`src/include/l2c_pkg.sv`:
```
package l2c_pkg;
    // Indirect index space
    localparam int IDX_W = 8;
    localparam logic [7:0] IDX_DEBUG0 = 8'h06;
    localparam logic [7:0] IDX_DTC_CTRL = 8'h10;
    localparam logic [7:0] IDX_ITC_CTRL = 8'h14;
    localparam logic [7:0] IDX_PAGE_TABLE_CACHE_A_CTRL = 8'h18;
    localparam logic [7:0] IDX_PAGE_TABLE_CACHE_B_CTRL = 8'h1c;
    localparam logic [7:0] IDX_RULE_SET1 = 8'h30;
    localparam logic [7:0] IDX_PDC_CTRL = 8'h50;
    localparam logic [7:0] IDX_PDC_WAY = 8'h52;
    localparam logic [7:0] IDX_RULE_SET0 = 8'h80;
    // Field positions
    localparam int EXCL_ABORT_BIT = 8;
    localparam int DEPTH_LSB = 28;
    localparam int WAYS_LSB = 16;
    localparam int FUNC_LSB = 0;
    localparam int DEV_LSB = 4;
    localparam int BUS_LSB = 8;
    localparam int LOCK_BIT = 0;
    localparam int WAY_OFF_LSB = 16;
    // Reset values
    localparam logic [31:0] DEBUG0_RST = 32'h0000_0000;
    localparam logic [31:0] PDC_WAY_RST = 32'h0000_0000;
    localparam logic [31:0] RULE_RST = 32'h0000_0000;
    localparam logic [11:0] HASH_RST = 12'h000;
    // Caches, in generate order
    localparam int NCACHE = 5;
    localparam int C_DTC = 0;
    localparam int C_ITC = 1;
    localparam int C_PAGE_TABLE_CACHE_A = 2;
    localparam int C_PAGE_TABLE_CACHE_B = 3;
    localparam int C_PDC = 4;
    localparam int IDX_OUT_W = 16;
    localparam int PDC_WAYS_MAX = 16;
endpackage

```
`src/l2c_cfg.sv`:
```
`timescale 1ns/10ps
`default_nettype none

module l2c_cfg
    import l2c_pkg::*;
#(
    parameter logic [3:0] DTC_DEPTH_EXP = 4'h8,
    parameter logic [7:0] DTC_WAYS = 8'h04,
    parameter logic [3:0] ITC_DEPTH_EXP = 4'h8,
    parameter logic [7:0] ITC_WAYS = 8'h04,
    parameter logic [3:0] PAGE_TABLE_CACHE_A_DEPTH_EXP = 4'h8,
    parameter logic [7:0] PAGE_TABLE_CACHE_A_WAYS = 8'h04,
    parameter logic [3:0] PAGE_TABLE_CACHE_B_DEPTH_EXP = 4'h8,
    parameter logic [7:0] PAGE_TABLE_CACHE_B_WAYS = 8'h04,
    parameter logic [3:0] PDC_DEPTH_EXP = 4'h8,
    parameter logic [7:0] PDC_WAYS = 8'h04
) (
    input wire logic clk,
    input wire logic rst_n,
    input wire logic index_wr,
    input wire logic [l2c_pkg::IDX_W-1:0] index_wdata,
    input wire logic data_wr,
    input wire logic [31:0] data_wdata,
    output logic [l2c_pkg::IDX_W-1:0] index_rdata,
    output logic [31:0] data_rdata,
    input wire logic xlat_valid,
    input wire logic xlat_in_excl,
    input wire logic xlat_dte_excl,
    input wire logic xlat_dte_tv,
    output logic xlat_abort,
    input wire logic req_valid,
    input wire logic [15:0] req_id,
    output logic [l2c_pkg::IDX_OUT_W-1:0] dtc_set_index,
    output logic [l2c_pkg::IDX_OUT_W-1:0] itc_set_index,
    output logic [l2c_pkg::IDX_OUT_W-1:0] page_table_cache_a_set_index,
    output logic [l2c_pkg::IDX_OUT_W-1:0] page_table_cache_b_set_index,
    output logic [l2c_pkg::IDX_OUT_W-1:0] pdc_set_index,
    output logic [l2c_pkg::PDC_WAYS_MAX-1:0] pdc_way_enable,
    output logic [l2c_pkg::PDC_WAYS_MAX-1:0] pdc_way_access_enable,
    output logic fault_rule_set0_lock,
    output logic fault_rule_set1_lock
);
    import l2c_pkg::*;

    // ==========================================================
    // Indirect index and register storage
    // ==========================================================
    logic [IDX_W-1:0] l2_indirect_index;
    logic [31:0] translation_debug_bits_0;
    logic [31:0] page_dir_cache_way_ctrl;
    logic [31:0] fault_rule_ctrl_set0;
    logic [31:0] fault_rule_ctrl_set1;
    logic [11:0] hash_field [NCACHE];

    wire [3:0] depth_exp [NCACHE];
    wire [7:0] way_count [NCACHE];
    wire [7:0] ctrl_idx [NCACHE];
    assign depth_exp[C_DTC] = DTC_DEPTH_EXP;
    assign depth_exp[C_ITC] = ITC_DEPTH_EXP;
    assign depth_exp[C_PAGE_TABLE_CACHE_A] = PAGE_TABLE_CACHE_A_DEPTH_EXP;
    assign depth_exp[C_PAGE_TABLE_CACHE_B] = PAGE_TABLE_CACHE_B_DEPTH_EXP;
    assign depth_exp[C_PDC] = PDC_DEPTH_EXP;
    assign way_count[C_DTC] = DTC_WAYS;
    assign way_count[C_ITC] = ITC_WAYS;
    assign way_count[C_PAGE_TABLE_CACHE_A] = PAGE_TABLE_CACHE_A_WAYS;
    assign way_count[C_PAGE_TABLE_CACHE_B] = PAGE_TABLE_CACHE_B_WAYS;
    assign way_count[C_PDC] = PDC_WAYS;
    assign ctrl_idx[C_DTC] = IDX_DTC_CTRL;
    assign ctrl_idx[C_ITC] = IDX_ITC_CTRL;
    assign ctrl_idx[C_PAGE_TABLE_CACHE_A] = IDX_PAGE_TABLE_CACHE_A_CTRL;
    assign ctrl_idx[C_PAGE_TABLE_CACHE_B] = IDX_PAGE_TABLE_CACHE_B_CTRL;
    assign ctrl_idx[C_PDC] = IDX_PDC_CTRL;

    wire wr_debug0 = data_wr && (l2_indirect_index == IDX_DEBUG0);
    wire wr_pdc_way = data_wr && (l2_indirect_index == IDX_PDC_WAY);
    wire wr_set0 = data_wr && (l2_indirect_index == IDX_RULE_SET0);
    wire wr_set1 = data_wr && (l2_indirect_index == IDX_RULE_SET1);

    always_ff @(posedge clk or negedge rst_n) begin
        if (!rst_n) begin
            l2_indirect_index <= '0;
        end else if (index_wr) begin
            l2_indirect_index <= index_wdata;
        end
    end

    always_ff @(posedge clk or negedge rst_n) begin
        if (!rst_n) begin
            translation_debug_bits_0 <= DEBUG0_RST;
            page_dir_cache_way_ctrl <= PDC_WAY_RST;
        end else begin
            if (wr_debug0) begin
                translation_debug_bits_0 <= data_wdata;
            end
            if (wr_pdc_way) begin
                page_dir_cache_way_ctrl <= data_wdata;
            end
        end
    end

    // Once set, a lock holds until reset so a stray write cannot reopen the rule set
    always_ff @(posedge clk or negedge rst_n) begin
        if (!rst_n) begin
            fault_rule_ctrl_set0 <= RULE_RST;
            fault_rule_ctrl_set1 <= RULE_RST;
        end else begin
            if (wr_set0) begin
                fault_rule_ctrl_set0 <= data_wdata | {31'h0, fault_rule_ctrl_set0[LOCK_BIT]};
            end
            if (wr_set1) begin
                fault_rule_ctrl_set1 <= data_wdata | {31'h0, fault_rule_ctrl_set1[LOCK_BIT]};
            end
        end
    end

    assign fault_rule_set0_lock = fault_rule_ctrl_set0[LOCK_BIT];
    assign fault_rule_set1_lock = fault_rule_ctrl_set1[LOCK_BIT];

    // ==========================================================
    // Page-directory way control
    // ==========================================================
    wire [15:0] page_dir_way_off = page_dir_cache_way_ctrl[WAY_OFF_LSB +: 16];
    wire [15:0] page_dir_way_access_off = page_dir_cache_way_ctrl[15:0];
    assign pdc_way_enable = ~page_dir_way_off;
    assign pdc_way_access_enable = ~page_dir_way_access_off;

    // ==========================================================
    // Per-cache control, readback and set index
    // ==========================================================
    logic [IDX_OUT_W-1:0] set_index [NCACHE];
    logic [31:0] ctrl_word [NCACHE];
    logic [NCACHE-1:0] ctrl_hit;

    genvar g;
    generate
        for (g = 0; g < NCACHE; g++) begin : g_cache
            logic [7:0] way_log2;
            logic [3:0] set_bits;
            logic [2:0] func_bits;
            logic [2:0] dev_bits;
            logic [3:0] bus_bits;
            logic [15:0] func_part;
            logic [15:0] dev_part;
            logic [15:0] bus_part;
            logic [15:0] raw_index;
            logic [4:0] dev_shift;
            logic [4:0] bus_shift;

            assign ctrl_hit[g] = (l2_indirect_index == ctrl_idx[g]);
            // Depth exponent and way count are read-only; hash counts are writable
            assign ctrl_word[g] = {depth_exp[g], 4'h0, way_count[g], 4'h0, hash_field[g]};

            always_comb begin
                way_log2 = 8'h00;
                for (int w = 0; w < 8; w++) begin
                    if (way_count[g][w]) begin
                        way_log2 = 8'(w);
                    end
                end
            end
            // Hash counts beyond the set width are clipped, never spilled into the tag
            assign set_bits = depth_exp[g] - way_log2[3:0];

            assign func_bits = hash_field[g][FUNC_LSB +: 3];
            assign dev_bits = hash_field[g][DEV_LSB +: 3];
            assign bus_bits = hash_field[g][BUS_LSB +: 4];
            assign dev_shift = {2'b00, func_bits};
            assign bus_shift = 5'(func_bits) + 5'(dev_bits);
            assign func_part = {13'h0, req_id[2:0]} & ~(16'hffff << func_bits);
            assign dev_part = ({11'h0, req_id[7:3]} & ~(16'hffff << dev_bits)) << dev_shift;
            assign bus_part = ({8'h0, req_id[15:8]} & ~(16'hffff << bus_bits)) << bus_shift;
            assign raw_index = (func_part | dev_part | bus_part) & ~(16'hffff << set_bits);

            always_ff @(posedge clk or negedge rst_n) begin
                if (!rst_n) begin
                    hash_field[g] <= HASH_RST;
                end else if (data_wr && ctrl_hit[g]) begin
                    hash_field[g] <= data_wdata[11:0];
                end
            end

            always_ff @(posedge clk or negedge rst_n) begin
                if (!rst_n) begin
                    set_index[g] <= '0;
                end else if (req_valid) begin
                    set_index[g] <= raw_index;
                end
            end
        end
    endgenerate

    assign dtc_set_index = set_index[C_DTC];
    assign itc_set_index = set_index[C_ITC];
    assign page_table_cache_a_set_index = set_index[C_PAGE_TABLE_CACHE_A];
    assign page_table_cache_b_set_index = set_index[C_PAGE_TABLE_CACHE_B];
    assign pdc_set_index = set_index[C_PDC];

    // ==========================================================
    // Exclusion range abort
    // ==========================================================
    wire next_xlat_abort = xlat_valid && xlat_in_excl
        && translation_debug_bits_0[EXCL_ABORT_BIT]
        && !xlat_dte_excl && !xlat_dte_tv;

    always_ff @(posedge clk or negedge rst_n) begin
        if (!rst_n) begin
            xlat_abort <= 1'b0;
        end else begin
            xlat_abort <= next_xlat_abort;
        end
    end

    // ==========================================================
    // Read back, unmapped indices read zero
    // ==========================================================
    wire [31:0] rd_ctrl = ctrl_hit[C_DTC] ? ctrl_word[C_DTC]
        : ctrl_hit[C_ITC] ? ctrl_word[C_ITC]
        : ctrl_hit[C_PAGE_TABLE_CACHE_A] ? ctrl_word[C_PAGE_TABLE_CACHE_A]
        : ctrl_hit[C_PAGE_TABLE_CACHE_B] ? ctrl_word[C_PAGE_TABLE_CACHE_B]
        : ctrl_word[C_PDC];
    wire [31:0] next_rdata = (l2_indirect_index == IDX_DEBUG0) ? translation_debug_bits_0
        : (l2_indirect_index == IDX_PDC_WAY) ? page_dir_cache_way_ctrl
        : (l2_indirect_index == IDX_RULE_SET0) ? fault_rule_ctrl_set0
        : (l2_indirect_index == IDX_RULE_SET1) ? fault_rule_ctrl_set1
        : (|ctrl_hit) ? rd_ctrl
        : 32'h0000_0000;

    always_ff @(posedge clk or negedge rst_n) begin
        if (!rst_n) begin
            data_rdata <= 32'h0000_0000;
        end else begin
            data_rdata <= next_rdata;
        end
    end

    assign index_rdata = l2_indirect_index;

endmodule // l2c_cfg

`default_nettype wire

```
`config.mk`:
```
export PLATFORM = sky130hd
export DESIGN_NAME = l2c_cfg
export DESIGN_NICKNAME = d
export VERILOG_FILES = /design/src/include/l2c_pkg.sv /design/src/l2c_cfg.sv
export SDC_FILE = /design/constraint.sdc
export NUM_CORES = 1
export LEC_CHECK = 0
export BUFFER_PORTS_ARGS = -buffer_cell sky130_fd_sc_hd__buf_2
export CORE_ASPECT_RATIO = 1.2
export CORE_MARGIN = 5
export CORE_UTILIZATION = 30
export CTS_CLUSTER_DIAMETER = 50
export CTS_CLUSTER_SIZE = 8
export DETAILED_ROUTE_END_ITERATION = 10
export GPL_ROUTABILITY_DRIVEN = 1
export PLACE_DENSITY = 0.53
export SLEW_MARGIN = 20
export SYNTH_ARGS = -nofsm -noshare
export SYNTH_HDL_FRONTEND = slang
export SYNTH_SLANG_ARGS = --single-unit
```
`constraint.sdc`:
```
create_clock -name clk -period 2.12 [get_ports clk]
set_input_delay 0.636 -clock clk [delete_from_list [all_inputs] [get_ports clk]]
set_output_delay 0.636 -clock clk [all_outputs]
set_load 0.05 [all_outputs]
```
# Word level (Yosys, flattened, before mapping)
# Cells that the tools add are included.
# totals
input_bits	65
ff_bits	259
# classes
n_bitwise	44
shifts	25
n_reduce_logical	16
muxes	9
eq_ne	9
n_addsub	5
# ops
op	n
32-bit 2-to-1 mux	8
16-bit inverter	12
5-bit by 16-bit AND with 16-bit output	5
8-bit by 16-bit AND with 16-bit output	5
16-bit by 3-bit << shifter with 16-bit output (first input constant)	5
16-bit by 3-bit << shifter with 6-bit output	5
16-bit by 3-bit << shifter with 6-bit output (first input constant)	5
16-bit by 4-bit << shifter with 16-bit output (first input constant)	5
16-bit by 4-bit << shifter with 6-bit output	5
32-bit by 1-bit bitwise OR with 32-bit output	2
6-bit bitwise OR	10
8-bit by 5-bit equality test with 1-bit output (second input constant)	4
3-bit by 6-bit AND with 6-bit output	5
6-bit inverter	5
3-bit by 3-bit adder with 4-bit output	5
8-bit by 7-bit equality test with 1-bit output (second input constant)	2
1-bit logical AND	13
12-bit 2-to-1 mux	1
8-bit by 3-bit equality test with 1-bit output (second input constant)	1
8-bit by 6-bit equality test with 1-bit output (second input constant)	1
8-bit equality test (second input constant)	1
5-bit OR reduction	1
1-bit zero test	2

# Logic depth before layout (Yosys ltp)
# Gate-level depths: netlist of the first run.
# logic_depth
ltp_word	10
depth_mapped	8

# Worst setup path before layout of the first run
# Ideal clock, no wire load.
# synth_timing
kind	register -> register
start	reg l2_indirect_index[4] (netlist: index_rdata[4])
end	reg data_rdata[5]
required_ps	1982
synth_period_minus_slack_ps	2367
arrival_time_ps	2229
setup_ps	138
slack_ps	-247
stages_incl_launch_ff	7
n_path_buf	1
cell_sequence	dfrtp_1 -> nor4b_4 -> nand2_2 -> buf_2 -> mux2_4 -> a2111oi_2 -> o22ai_1
# synth_between
elab_chain_cells	10
# synth_lines
element	line	text
from (decl)	l2c_cfg.sv:48	logic [IDX_W-1:0] l2_indirect_index;
from (signal assigned)	l2c_cfg.sv:83	l2_indirect_index <= index_wdata;
8-bit by 5-bit equality test with 1-bit output	l2c_cfg.sv:149	assign ctrl_hit[g] = (l2_indirect_index == ctrl_idx[g]);
12-bit 2-to-1 mux	l2c_cfg.sv:219	: ctrl_hit[C_PAGE_TABLE_CACHE_B] ? ctrl_word[C_PAGE_TABLE_CACHE_B]
32-bit 2-to-1 mux	l2c_cfg.sv:218	: ctrl_hit[C_PAGE_TABLE_CACHE_A] ? ctrl_word[C_PAGE_TABLE_CACHE_A]
32-bit 2-to-1 mux	l2c_cfg.sv:217	: ctrl_hit[C_ITC] ? ctrl_word[C_ITC]
32-bit 2-to-1 mux	l2c_cfg.sv:216	wire [31:0] rd_ctrl = ctrl_hit[C_DTC] ? ctrl_word[C_DTC]
32-bit 2-to-1 mux	l2c_cfg.sv:225	: (|ctrl_hit) ? rd_ctrl
32-bit 2-to-1 mux	l2c_cfg.sv:224	: (l2_indirect_index == IDX_RULE_SET1) ? fault_rule_ctrl_set1
32-bit 2-to-1 mux	l2c_cfg.sv:223	: (l2_indirect_index == IDX_RULE_SET0) ? fault_rule_ctrl_set0
32-bit 2-to-1 mux	l2c_cfg.sv:222	: (l2_indirect_index == IDX_PDC_WAY) ? page_dir_cache_way_ctrl
32-bit 2-to-1 mux *	l2c_cfg.sv:221	wire [31:0] next_rdata = (l2_indirect_index == IDX_DEBUG0) ? translation_debug_bits_0
via next_rdata[5]	l2c_cfg.sv:221	
to (signal assigned)	l2c_cfg.sv:232	data_rdata <= next_rdata;
to (decl)	l2c_cfg.sv:25	output logic [31:0] data_rdata,
# Mark *: on every way through the listed nets, which the timed path passes. The rest lies on a longest branch.
# A chain may end at the register's enable or synchronous reset.

# Worst setup path in the final report of the first run
# layout_timing
start	reg hash_field, in the netlist ctrl_word[64]
end	reg set_index, in the netlist page_table_cache_a_set_index[5]
# layout_between
elab_chain_cells	5
# layout_lines
element	line	text
from (decl)	l2c_cfg.sv:53	logic [11:0] hash_field [NCACHE];
from (signal, indexed assignment)	l2c_cfg.sv:178	hash_field[g] <= data_wdata[11:0];
parallel branches: the longest is 4 deep, another holds 3-bit by 3-bit adder with 4-bit output	--	
6-bit bitwise OR *	l2c_cfg.sv:172	assign raw_index = (func_part | dev_part | bus_part) & ~(16'hffff << set_bits);
to (signal, indexed assignment)	l2c_cfg.sv:186	set_index[g] <= raw_index;
to (decl)	l2c_cfg.sv:130	logic [IDX_OUT_W-1:0] set_index [NCACHE];
# Mark *: on every way between the ends.

==> results.md, run 1 <==
* VDD IR-drop max at 610 uV
* Critical-path cell list: ha_2, fa_2, xnor2_4, nor3b_2, a21boi_1, o31a_1, o32a_1
* Initial Utilization at 30.2%
* Pwr dens at 868 mW/mm2
* P&R area growth vs syn at 29.9%
* Die ar. at 0.0527 mm2
* Fillers at 4731
* Static Leak at 8.60 nW
* Clock Latency Late Sink at 560 ps
* Sequential fraction of the synthesis area at 44.8%
* Cts bufs inserted at 41
* Post-DP HPWL at 34600 um
* Via count at 12.1k
* Minimum clock period at 2150 ps
* Slowest-stage cell, CP: fa_2
* TritonRoute pass-1 iters at 5
* Total congestion overflow at 0
* Pin count of the biggest net entering global routing at 52
* Pwr Total at 16.3 mW
* Area occupied by multi-input gates at 0.00763 mm2
* Most frequent cells in the layout: dfrtp_1 (250), mux2_2 (192), buf_2 (164)
* Synthesized area at 0.0145 mm2
* Unrepaired setup endpoints after global routing: true
* Vias in the first global route at 12.3k
* Final Net Count at 1743
* TNS Setup at -123 ps
* Hold Crit Class: in -> async
* Ys Warns at 0
* Setup WS pre-CTS at -328 ps
* Root Buffer: clkbuf_16
* Period utilization at 101%
* CP peak stage delay at 420 ps
* Synth Instances at 1385
* Die Ht at 251 um
* Layout Utilization at 39.2%
* Kind of critical path: reg -> reg
* Syn avg cell area at 10.4 um2
* Worst Path Required at 2550 ps
* Clock skew at 26.0 ps
* WL final at 48200 um
* Cells on worst reg2reg path at 7
* H-tree depth at 2
* Die width at 210 um
* Clock-pin slew on the worst setup and hold paths at 50 ps
* Clock sinks at 259
* CP bufs+invs at 0
* Yosys top cell by area: dfrtp_1
* Clock buffer depth at 3
* Most used flip-flop cell after synthesis: dfrtp_1
* Final setup vio count at 13
* Crit path DAT at 2580 ps
* Setup crit start: ctrl_word[64]
* Post-synth ARST share at 100%
* Vias per cell at 5.26
* Total GRT Usage at 17.5%
* Area taken by flip-flops and latches at 0.00649 mm2
* Initial antenna violation count at 5
* Slew Viols, Final at 0
* Routability-driven placement congestion ratio at 0.840
* Final Worst Setup Slack at -31.0 ps
* Cell Rows at 88
* Layout cells sized above 1 at 40.1%
* Post-synth EDFFs at 0
* RR Startpoint: ctrl_word[64]
* Post-DRT Antenna Nets at 0
* Crit Path Max Fanout at 4
* Ranking of synthesized cells by area: dfrtp_1 (45%), mux2_2 (15%), a21oi_1 (2.8%)
* Unique masters post-synth at 76
* Rel. slew slack at 55.2%
* R2r endpoint: page_table_cache_a_set_index[5]
* IO Pins at 220
* Slew @ Worst Pin at 664 ps
* PortBufs at 167
* Flops & latches, synth at 259
* Max Freq at 0.465 GHz
* TritonCTS clock tree: built
* Failing checks: negative setup slack
* Final Hold Vio Count at 0
* Reg-to-reg setup timing slack at -30 ps
* Initial DRC Count at 593
* Synth top area share at 44.8%
* Routed WL per cell at 20.9 um
* Status: complete, but fails checks
* Setup crit start kind: flop
* DRC errors left at 0
* First-pass GRT wire length at 72800 um
* Top cell family by delay on the critical path: compound AO/OA/AOI/OAI gates
* Setup crit end kind: flop
* Core ar. at 0.0479 mm2
* Commonest non-fill, non-tap cell in the layout: dfrtp_1
* Max-cap viol count at 0
## per-layer routing
metal  vias to the layer above  global-route usage [%]  wire, um
met5                         -                       0        29
met4                         8                    5.45      1400
met3                       103                    4.28      3120
met2                       378                    30.3     24200
met1                      6047                    21.4     19400
li1                       5573                       -         -
## how the worst max path moves through the flow
stage                                            to  slack, ps  cells after the start
floorplan                             data_rdata[5]        -50                      6
global placement                      data_rdata[0]       -330                      6
detailed placement                    data_rdata[0]       -330                      6
CTS                 page_table_cache_a_set_index[5]        -50                      7
global route        page_table_cache_a_set_index[5]       -110                      7
finish              page_table_cache_a_set_index[5]        -30                      7
## synthesized netlist by cell type (all sizes together) (8+ instances only)
library cell and count:
clkbuf 75, o311ai 12, o22ai 49, nand3 20, o21ai 46, a31oi 12
nand2b 13, nor2b 9, buf 76, inv 62, a21oi 81, or3 9
dfrtp 259, nor3 31, mux2i 26, o22a 9, nor3b 8, o21a 26
ha 15, a2111oi 14, a211o 9, nor2 81, a22oi 34, nand2 49
o211ai 18, nand4 22, mux2 213
## power by group
part / leakage [nW] / internal [mW] / switching [mW] / total, mW
Combinational: 4.56 / 1.66 / 2.77 / 4.43
Sequential: 3.47 / 5.48 / 0.394 / 5.87
Clock: 0.569 / 3.73 / 2.27 / 6.00
Total: 8.60 / 10.9 / 5.43 / 16.3
## what timing repair did
action / in CTS / in global routing
gates cloned: 2 / 4
hold endpoints to repair: 0 / 0
setup endpoints to repair: 79 / 68
pin swaps: 3 / 22
buffers inserted: 5 / 15
hold buffers: 0 / 0
resized for setup: 34 / 81
## sequential cells by signal (all words and copies together) (netlist names)
signal,count
ctrl_word,60
data_rdata,32
dtc_set_index,6
fault_rule_ctrl_set0,32
fault_rule_ctrl_set1,32
index_rdata,8
itc_set_index,6
page_dir_cache_way_ctrl,32
page_table_cache_a_set_index,6
page_table_cache_b_set_index,6
pdc_set_index,6
translation_debug_bits_0,32
xlat_abort,1
## stage by stage
stage                     hold slack, ps  instance area [um2]  std cells
after floorplan                      340                14700       1434
after global placement               457                16900       2220
after detailed placement             474                16900       2220
after CTS                           13.4                18200       2283
after global routing                38.3                18800       2302
final                               26.5                18800       2302
## cells by family (layout without fill, tap and decap cells)
kind of cell,Yosys count,after routing,synth area share [%]
other,1,51,0.0259
and+or+nand+nor,273,275,9.64
AOI/OAI and AO/OA,374,374,17.8
buffers and inverters,214,449,6.95
xor gates and xnor gates,5,5,0.303
DFF,259,259,44.8
muxes,239,239,18.5
adders and majority gates,20,20,1.99
## worst register-to-register path: cells and delay by family, from the launching register on
| family | cells | cell delay [ps] |
|---|---|---|
| AND/OR/NAND/NOR | 1 | 170 |
| AO/OA/AOI/OAI | 3 | 700 |
| adder cells (fa/ha/maj) | 2 | 630 |
| flip-flops | 1 | 380 |
| XOR/XNOR | 1 | 160 |
## layout make-up
cell class,count,area share (%)
Inverter,63,1.26
Tap cell,630,4.20
Multi-Input combinational cell,963,40.6
Sequential cell,259,34.6
Timing Repair Buffer,330,13.1
Antenna cell,1,0.0133
Clock inverter,8,0.533
Clock buffer,48,5.66
Note: power is estimated with default switching activity, not from simulation.
==> inputs of run 2 (changes only) <==
PLACE_DENSITY = 0.52   (was 0.53)
clock period = 2.1 ns   (was 2.12 ns; I/O delays follow)
==> run 2 against run 1 <==
Effect of this change: the flow still finishes with violations (negative setup slack); register-to-register slack got worse by 30 ps; critical path depth unchanged; routed wire length increased by 1.4%; largest power group unchanged.
==> results.md, run 2 (synthesized netlist as in run 1, its figures left out) <==
* Die ar. at 0.0527 mm2
* Hold_ws at 225 ps
* Final Net Count at 1754
* Via count at 12.1k
* Clock skew at 28.6 ps
* P&R area growth vs syn at 30.6%
* Minimum clock period at 2160 ps
* Pin count of the biggest net entering global routing at 61
* Clock-pin slew on the worst setup and hold paths at 50 ps
* Clock buffer depth at 3
* Routability-driven placement congestion ratio at 0.869
* TritonCTS clock tree: built
* Pwr dens at 885 mW/mm2
* Slew @ Worst Pin at 722 ps
* Rel. slew slack at 51.3%
* Post-DP HPWL at 34900 um
* Crit path DAT at 2580 ps
* Cell Rows at 88
* TNS Setup at -142 ps
* Die width at 210 um
* Max-cap viol count at 0
* Vias per cell at 5.20
* Final Hold Vio Count at 0
* Worst Path Required at 2520 ps
* Clock sinks at 259
* Failing checks: negative setup slack
* Total GRT Usage at 17.5%
* Max reg flops at 60
* Routed WL per cell at 21.1 um
* Root Buffer: clkbuf_16
* Setup crit end kind: flop
* Commonest non-fill, non-tap cell in the layout: dfrtp_1
* IO Pins at 220
* Cts bufs inserted at 43
* Initial Utilization at 30.2%
* Slew Viols, Final at 0
* Pwr Total at 16.7 mW
* Placed Cells incl. Taps at 2232
* Static Leak at 8.64 nW
* Reg-to-reg setup timing slack at -60 ps
* Period utilization at 103%
* Total congestion overflow at 0
* Vias in the first global route at 12.4k
* TritonRoute pass-1 iters at 7
* Initial antenna violation count at 5
* Most frequent cells in the layout: dfrtp_1 (251), mux2_2 (194), buf_2 (163)
* First-pass GRT wire length at 72900 um
* Final setup vio count at 9
* WL final at 48900 um
* DRC errors left at 0
* Unrepaired setup endpoints after global routing: true
* Core ar. at 0.0479 mm2
* Initial DRC Count at 597
* Die Ht at 251 um
* VDD IR-drop max at 620 uV
* Final Worst Setup Slack at -58.7 ps
* H-tree depth at 2
* Hold Crit Class: in -> reg
* Crit Path Max Fanout at 6
* Setup crit start kind: flop
* Post-DRT Antenna Nets at 0
* Status: complete, but fails checks
* Clock Latency Late Sink at 570 ps
* Layout cells sized above 1 at 39.9%
* PortBufs at 167
* Kind of critical path: reg -> reg
* Max Freq at 0.463 GHz
* Final Non-Filler Cells at 2319
-- run 2: changes by cell type in the layout (fill, tap and decap cells not counted), moves of 3 or more --
cell       delta
nor3_1        +3
mux2_1       +11
buf_4        +14
a2111oi_4     +3
o22ai_2       -4
mux2_4       -13
nor3_2        -3
buf_12        -7
clkinv_2      +3
o22ai_1       +4
clkbuf_16     +5
-- run 2: timing repair --
action / CTS / global route
buffers inserted: 4 / 8
resized for setup: 26 / 69
gates cloned: 1 / 8
pin swaps: 5 / 15
hold buffers: 1 / 0
endpoints found under the hold margin: 36 / 0
setup endpoints to repair: 79 / 123
-- run 2: metal layers --
| layer | vias to the layer above | GRT usage, % | wire length, um | share of wire [%] |
|---|---|---|---|---|
| met2 | 366 | 30.4 | 24400 | 50 |
| met3 | 90 | 4.90 | 3320 | 6.8 |
| met1 | 5978 | 21.1 | 19800 | 40 |
| met4 | 4 | 5.02 | 1360 | 2.8 |
| li1 | 5616 | - | - | - |
| met5 | - | 0 | 27 | 0.055 |
-- run 2: final timing paths --
check                            startpoint                        to  depth (start not counted)
setup reg to reg             index_rdata[5]             data_rdata[8]                          7
hold / removal                xlat_dte_excl                xlat_abort                          2
setup / recovery             index_rdata[5]             data_rdata[8]                          7
max in group asynchronous             rst_n            index_rdata[5]                          3
hold reg to reg            pdc_set_index[1]          pdc_set_index[1]                          1
min in group asynchronous             rst_n  fault_rule_ctrl_set1[14]                          2
-- run 2: worst max-delay path, stage by stage (launching register included) --
cell and delay, ps:
dfrtp_4 480, nor4b_4 290, nand2_2 160, buf_6 170, buf_6 120, mux2_4 300, a2111oi_4 370, o22ai_1 150
-- run 2: report_power, final --
group	internal [mW]	switching [mW]	leakage, nW
Sequential	5.53	0.395	3.47
Combinational	1.65	2.81	4.56
Clock	3.94	2.40	0.615
Total	11.1	5.60	8.64
-- run 2: area by class of cell --
class / instances / area (um2)
tap: 630 / 788
clock buffer: 50 / 1140
clock inverter: 12 / 109
antenna: 3 / 7.51
sequential: 259 / 6490
multi-input combinational: 962 / 7620
fill: 4710 / 29000
inverter: 63 / 236
timing repair buffer: 340 / 2490
-- run 2: per-stage QoR --
stage,util (%),setup WS (ps),instance area (um2)
detailed placement,35.4,-229,16900
floorplan,-,-71.7,14800
global route,39.4,-112,18900
CTS,38.3,-56.0,18300
finish,39.5,-58.7,18900
global placement,35.4,-188,16900
==> inputs of run 3 (changes only) <==
CORE_UTILIZATION = 40   (was 30)
PLACE_DENSITY = 0.64   (was 0.52)
==> run 3 against run 2 <==
Effect of this change: core utilization rose by 12 points; combinational power rose by 0.9%; via count decreased by 0.76%; the flow still finishes with violations (negative setup slack); hold slack worse by 220 ps; die area down 24%.
==> results.md, run 3 (synthesized netlist as in run 1, its figures left out) <==
* P_int at 10.9 mW
* PortBufs at 167
* Setup crit end kind: flop
* H-tree depth at 2
* Clock skew at 23.7 ps
* VDD IR-drop max at 658 uV
* Root Buffer: clkbuf_16
* Clock sinks at 259
* Pwr dens at 881 mW/mm2
* First-pass GRT wire length at 69400 um
* WL final at 45100 um
* Sw Share at 33.1%
* Vias in the first global route at 12.3k
* Final Hold Vio Count at 0
* Minimum clock period at 2120 ps
* Most frequent cells in the layout: dfrtp_1 (251), mux2_2 (192), buf_2 (165)
* Max Freq at 0.471 GHz
* Placed Cells incl. Taps at 2058
* Total GRT Usage at 21.9%
* Final setup vio count at 6
* Slowest-stage cell, CP: dfrtp_4
* Initial DRC Count at 626
* Layout Utilization at 51.5%
* Commonest non-fill, non-tap cell in the layout: dfrtp_1
* Clock buffer depth at 3
* Cell Rows at 76
* Status: complete, but fails checks
* Crit Path Max Fanout at 6
* Max-cap viol count at 0
* Setup crit start kind: flop
* Worst Path Required at 2490 ps
* Hold Crit Class: in -> async
* Clock-pin slew on the worst setup and hold paths at 50 ps
* Cts bufs inserted at 40
* TritonCTS clock tree: built
* CP peak stage delay at 510 ps
* Max reg flops at 60
* Slew Viols, Final at 0
* Final Cell Area at 0.0185 mm2
* Crit path DAT at 2520 ps
* Via count at 12.0k
* Layout cells sized above 1 at 40.3%
* Kind of critical path: reg -> reg
* Clock share of power at 35.9%
* Failing checks: negative setup slack
* Power share of the combinational group at 27.7%
* Pin count of the biggest net entering global routing at 59
* Unrepaired setup endpoints after global routing: true
* Hold_ws at 3.54 ps
* DRC errors left at 0
* Core ar. at 0.0358 mm2
* Clock Latency Late Sink at 530 ps
* Placed inst area at 0.0166 mm2
* Final Net Count at 1731
* Final Worst Setup Slack at -22.7 ps
* Die width at 184 um
* Critical-path cell list: nor4b_4, buf_6, nand2_8, buf_6, or4_4, mux2_4
* Period utilization at 101%
* Most frequent CP cell: buf_6
* Vias per cell at 5.63
* Static Leak at 8.52 nW
* TritonRoute pass-1 iters at 5
* Part of the power in registers at 36.5%
* Total congestion overflow at 0
* Psw at 5.39 mW
* Post-DP HPWL at 32400 um
* Fillers at 3213
* TNS Setup at -83.3 ps
* Slew @ Worst Pin at 625 ps
* Post-DRT Antenna Nets at 0
* Hold_buf cts at 0
* Cells on worst reg2reg path at 6
* Routability-driven placement congestion ratio at 0.887
* Final Non-Filler Cells at 2125
* Initial Utilization at 40.3%
* Die Ht at 218 um
* Die ar. at 0.0401 mm2
* Routed WL per cell at 21.2 um
* P&R area growth vs syn at 27.6%
* IO Pins at 220
* Initial antenna violation count at 3
* Rel. slew slack at 57.8%
-- run 3: changes by cell type in the layout (fill, tap and decap cells not counted), sizes merged --
cell         change
clkinvlp         -1
clkbuf           -9
clkinv           -6
dlygate4sd3      -1
diode            -2
buf             -14
nand2            +1
-- run 3: repair_timing --
action | CTS | global route
gates cloned | 3 | 1
endpoints found under the hold margin | 0 | 0
buffers inserted | 3 | 7
setup endpoints to repair | 55 | 116
pin swaps | 11 | 24
resized for setup | 45 | 72
-- run 3: power groups by stage --
stage / Combinational [mW] / Clock [mW] / Sequential (mW)
5_1_grt: 4.82 / 6.17 / 5.99
3_3_place_gp: 4.14 / 0 / 5.96
3_5_place_dp: 4.20 / 0 / 5.99
2_1_floorplan: 2.30 / 0 / 6.48
6_report: 4.50 / 5.83 / 5.93
4_1_cts: 4.30 / 5.94 / 5.92
-- run 3: per-stage QoR --
step	total power, mW	setup slack [ps]
after global placement	10.1	-385
after floorplan	8.78	-71.7
after detailed placement	10.2	-360
after CTS	16.2	-72.2
after global routing	17.0	-83.9
final	16.3	-22.7
-- run 3: worst paths after layout --
kind / endpoint / slack (ps) / startpoint
max reg2reg: ctrl_word[67] / -20 / index_rdata[5]
min reg2reg: pdc_set_index[1] / 470 / pdc_set_index[1]
max in group asynchronous: ctrl_word[132] / 1380 / rst_n
min: ctrl_word[106] / 4 / rst_n
min in group clk: xlat_abort / 250 / xlat_dte_tv
max: ctrl_word[67] / -20 / index_rdata[5]
-- run 3: layer usage --
| metal | share of wire (%) | routed length (um) | GRT usage [%] | vias to the layer above |
|---|---|---|---|---|
| met5 | 0.042 | 19 | 0 | - |
| met4 | 3.4 | 1550 | 7.85 | 4 |
| met3 | 6.9 | 3110 | 4.83 | 91 |
| met2 | 50 | 22500 | 38.2 | 414 |
| met1 | 40 | 18000 | 26.5 | 5895 |
| li1 | - | - | - | 5558 |
-- run 3: critical path, delay by kind of cell (launching register included) --
kind,cells,cell delay [ps]
muxes,1,330
DFF,1,510
and+or+nand+nor,3,850
buffers and inverters,2,320
-- run 3: area by class of cell --
cell class                      count  area (um2)  share of cell area (%)
Clock buffer                       47        1070                    5.78
Antenna cell                        1        2.50                  0.0136
Tap cell                          468         586                    3.17
Sequential cell                   259        6490                    35.2
Multi-Input combinational cell    963        7730                    41.9
Inverter                           63         236                    1.28
Clock inverter                      5        67.6                   0.366
Timing Repair Buffer              319        2270                    12.3
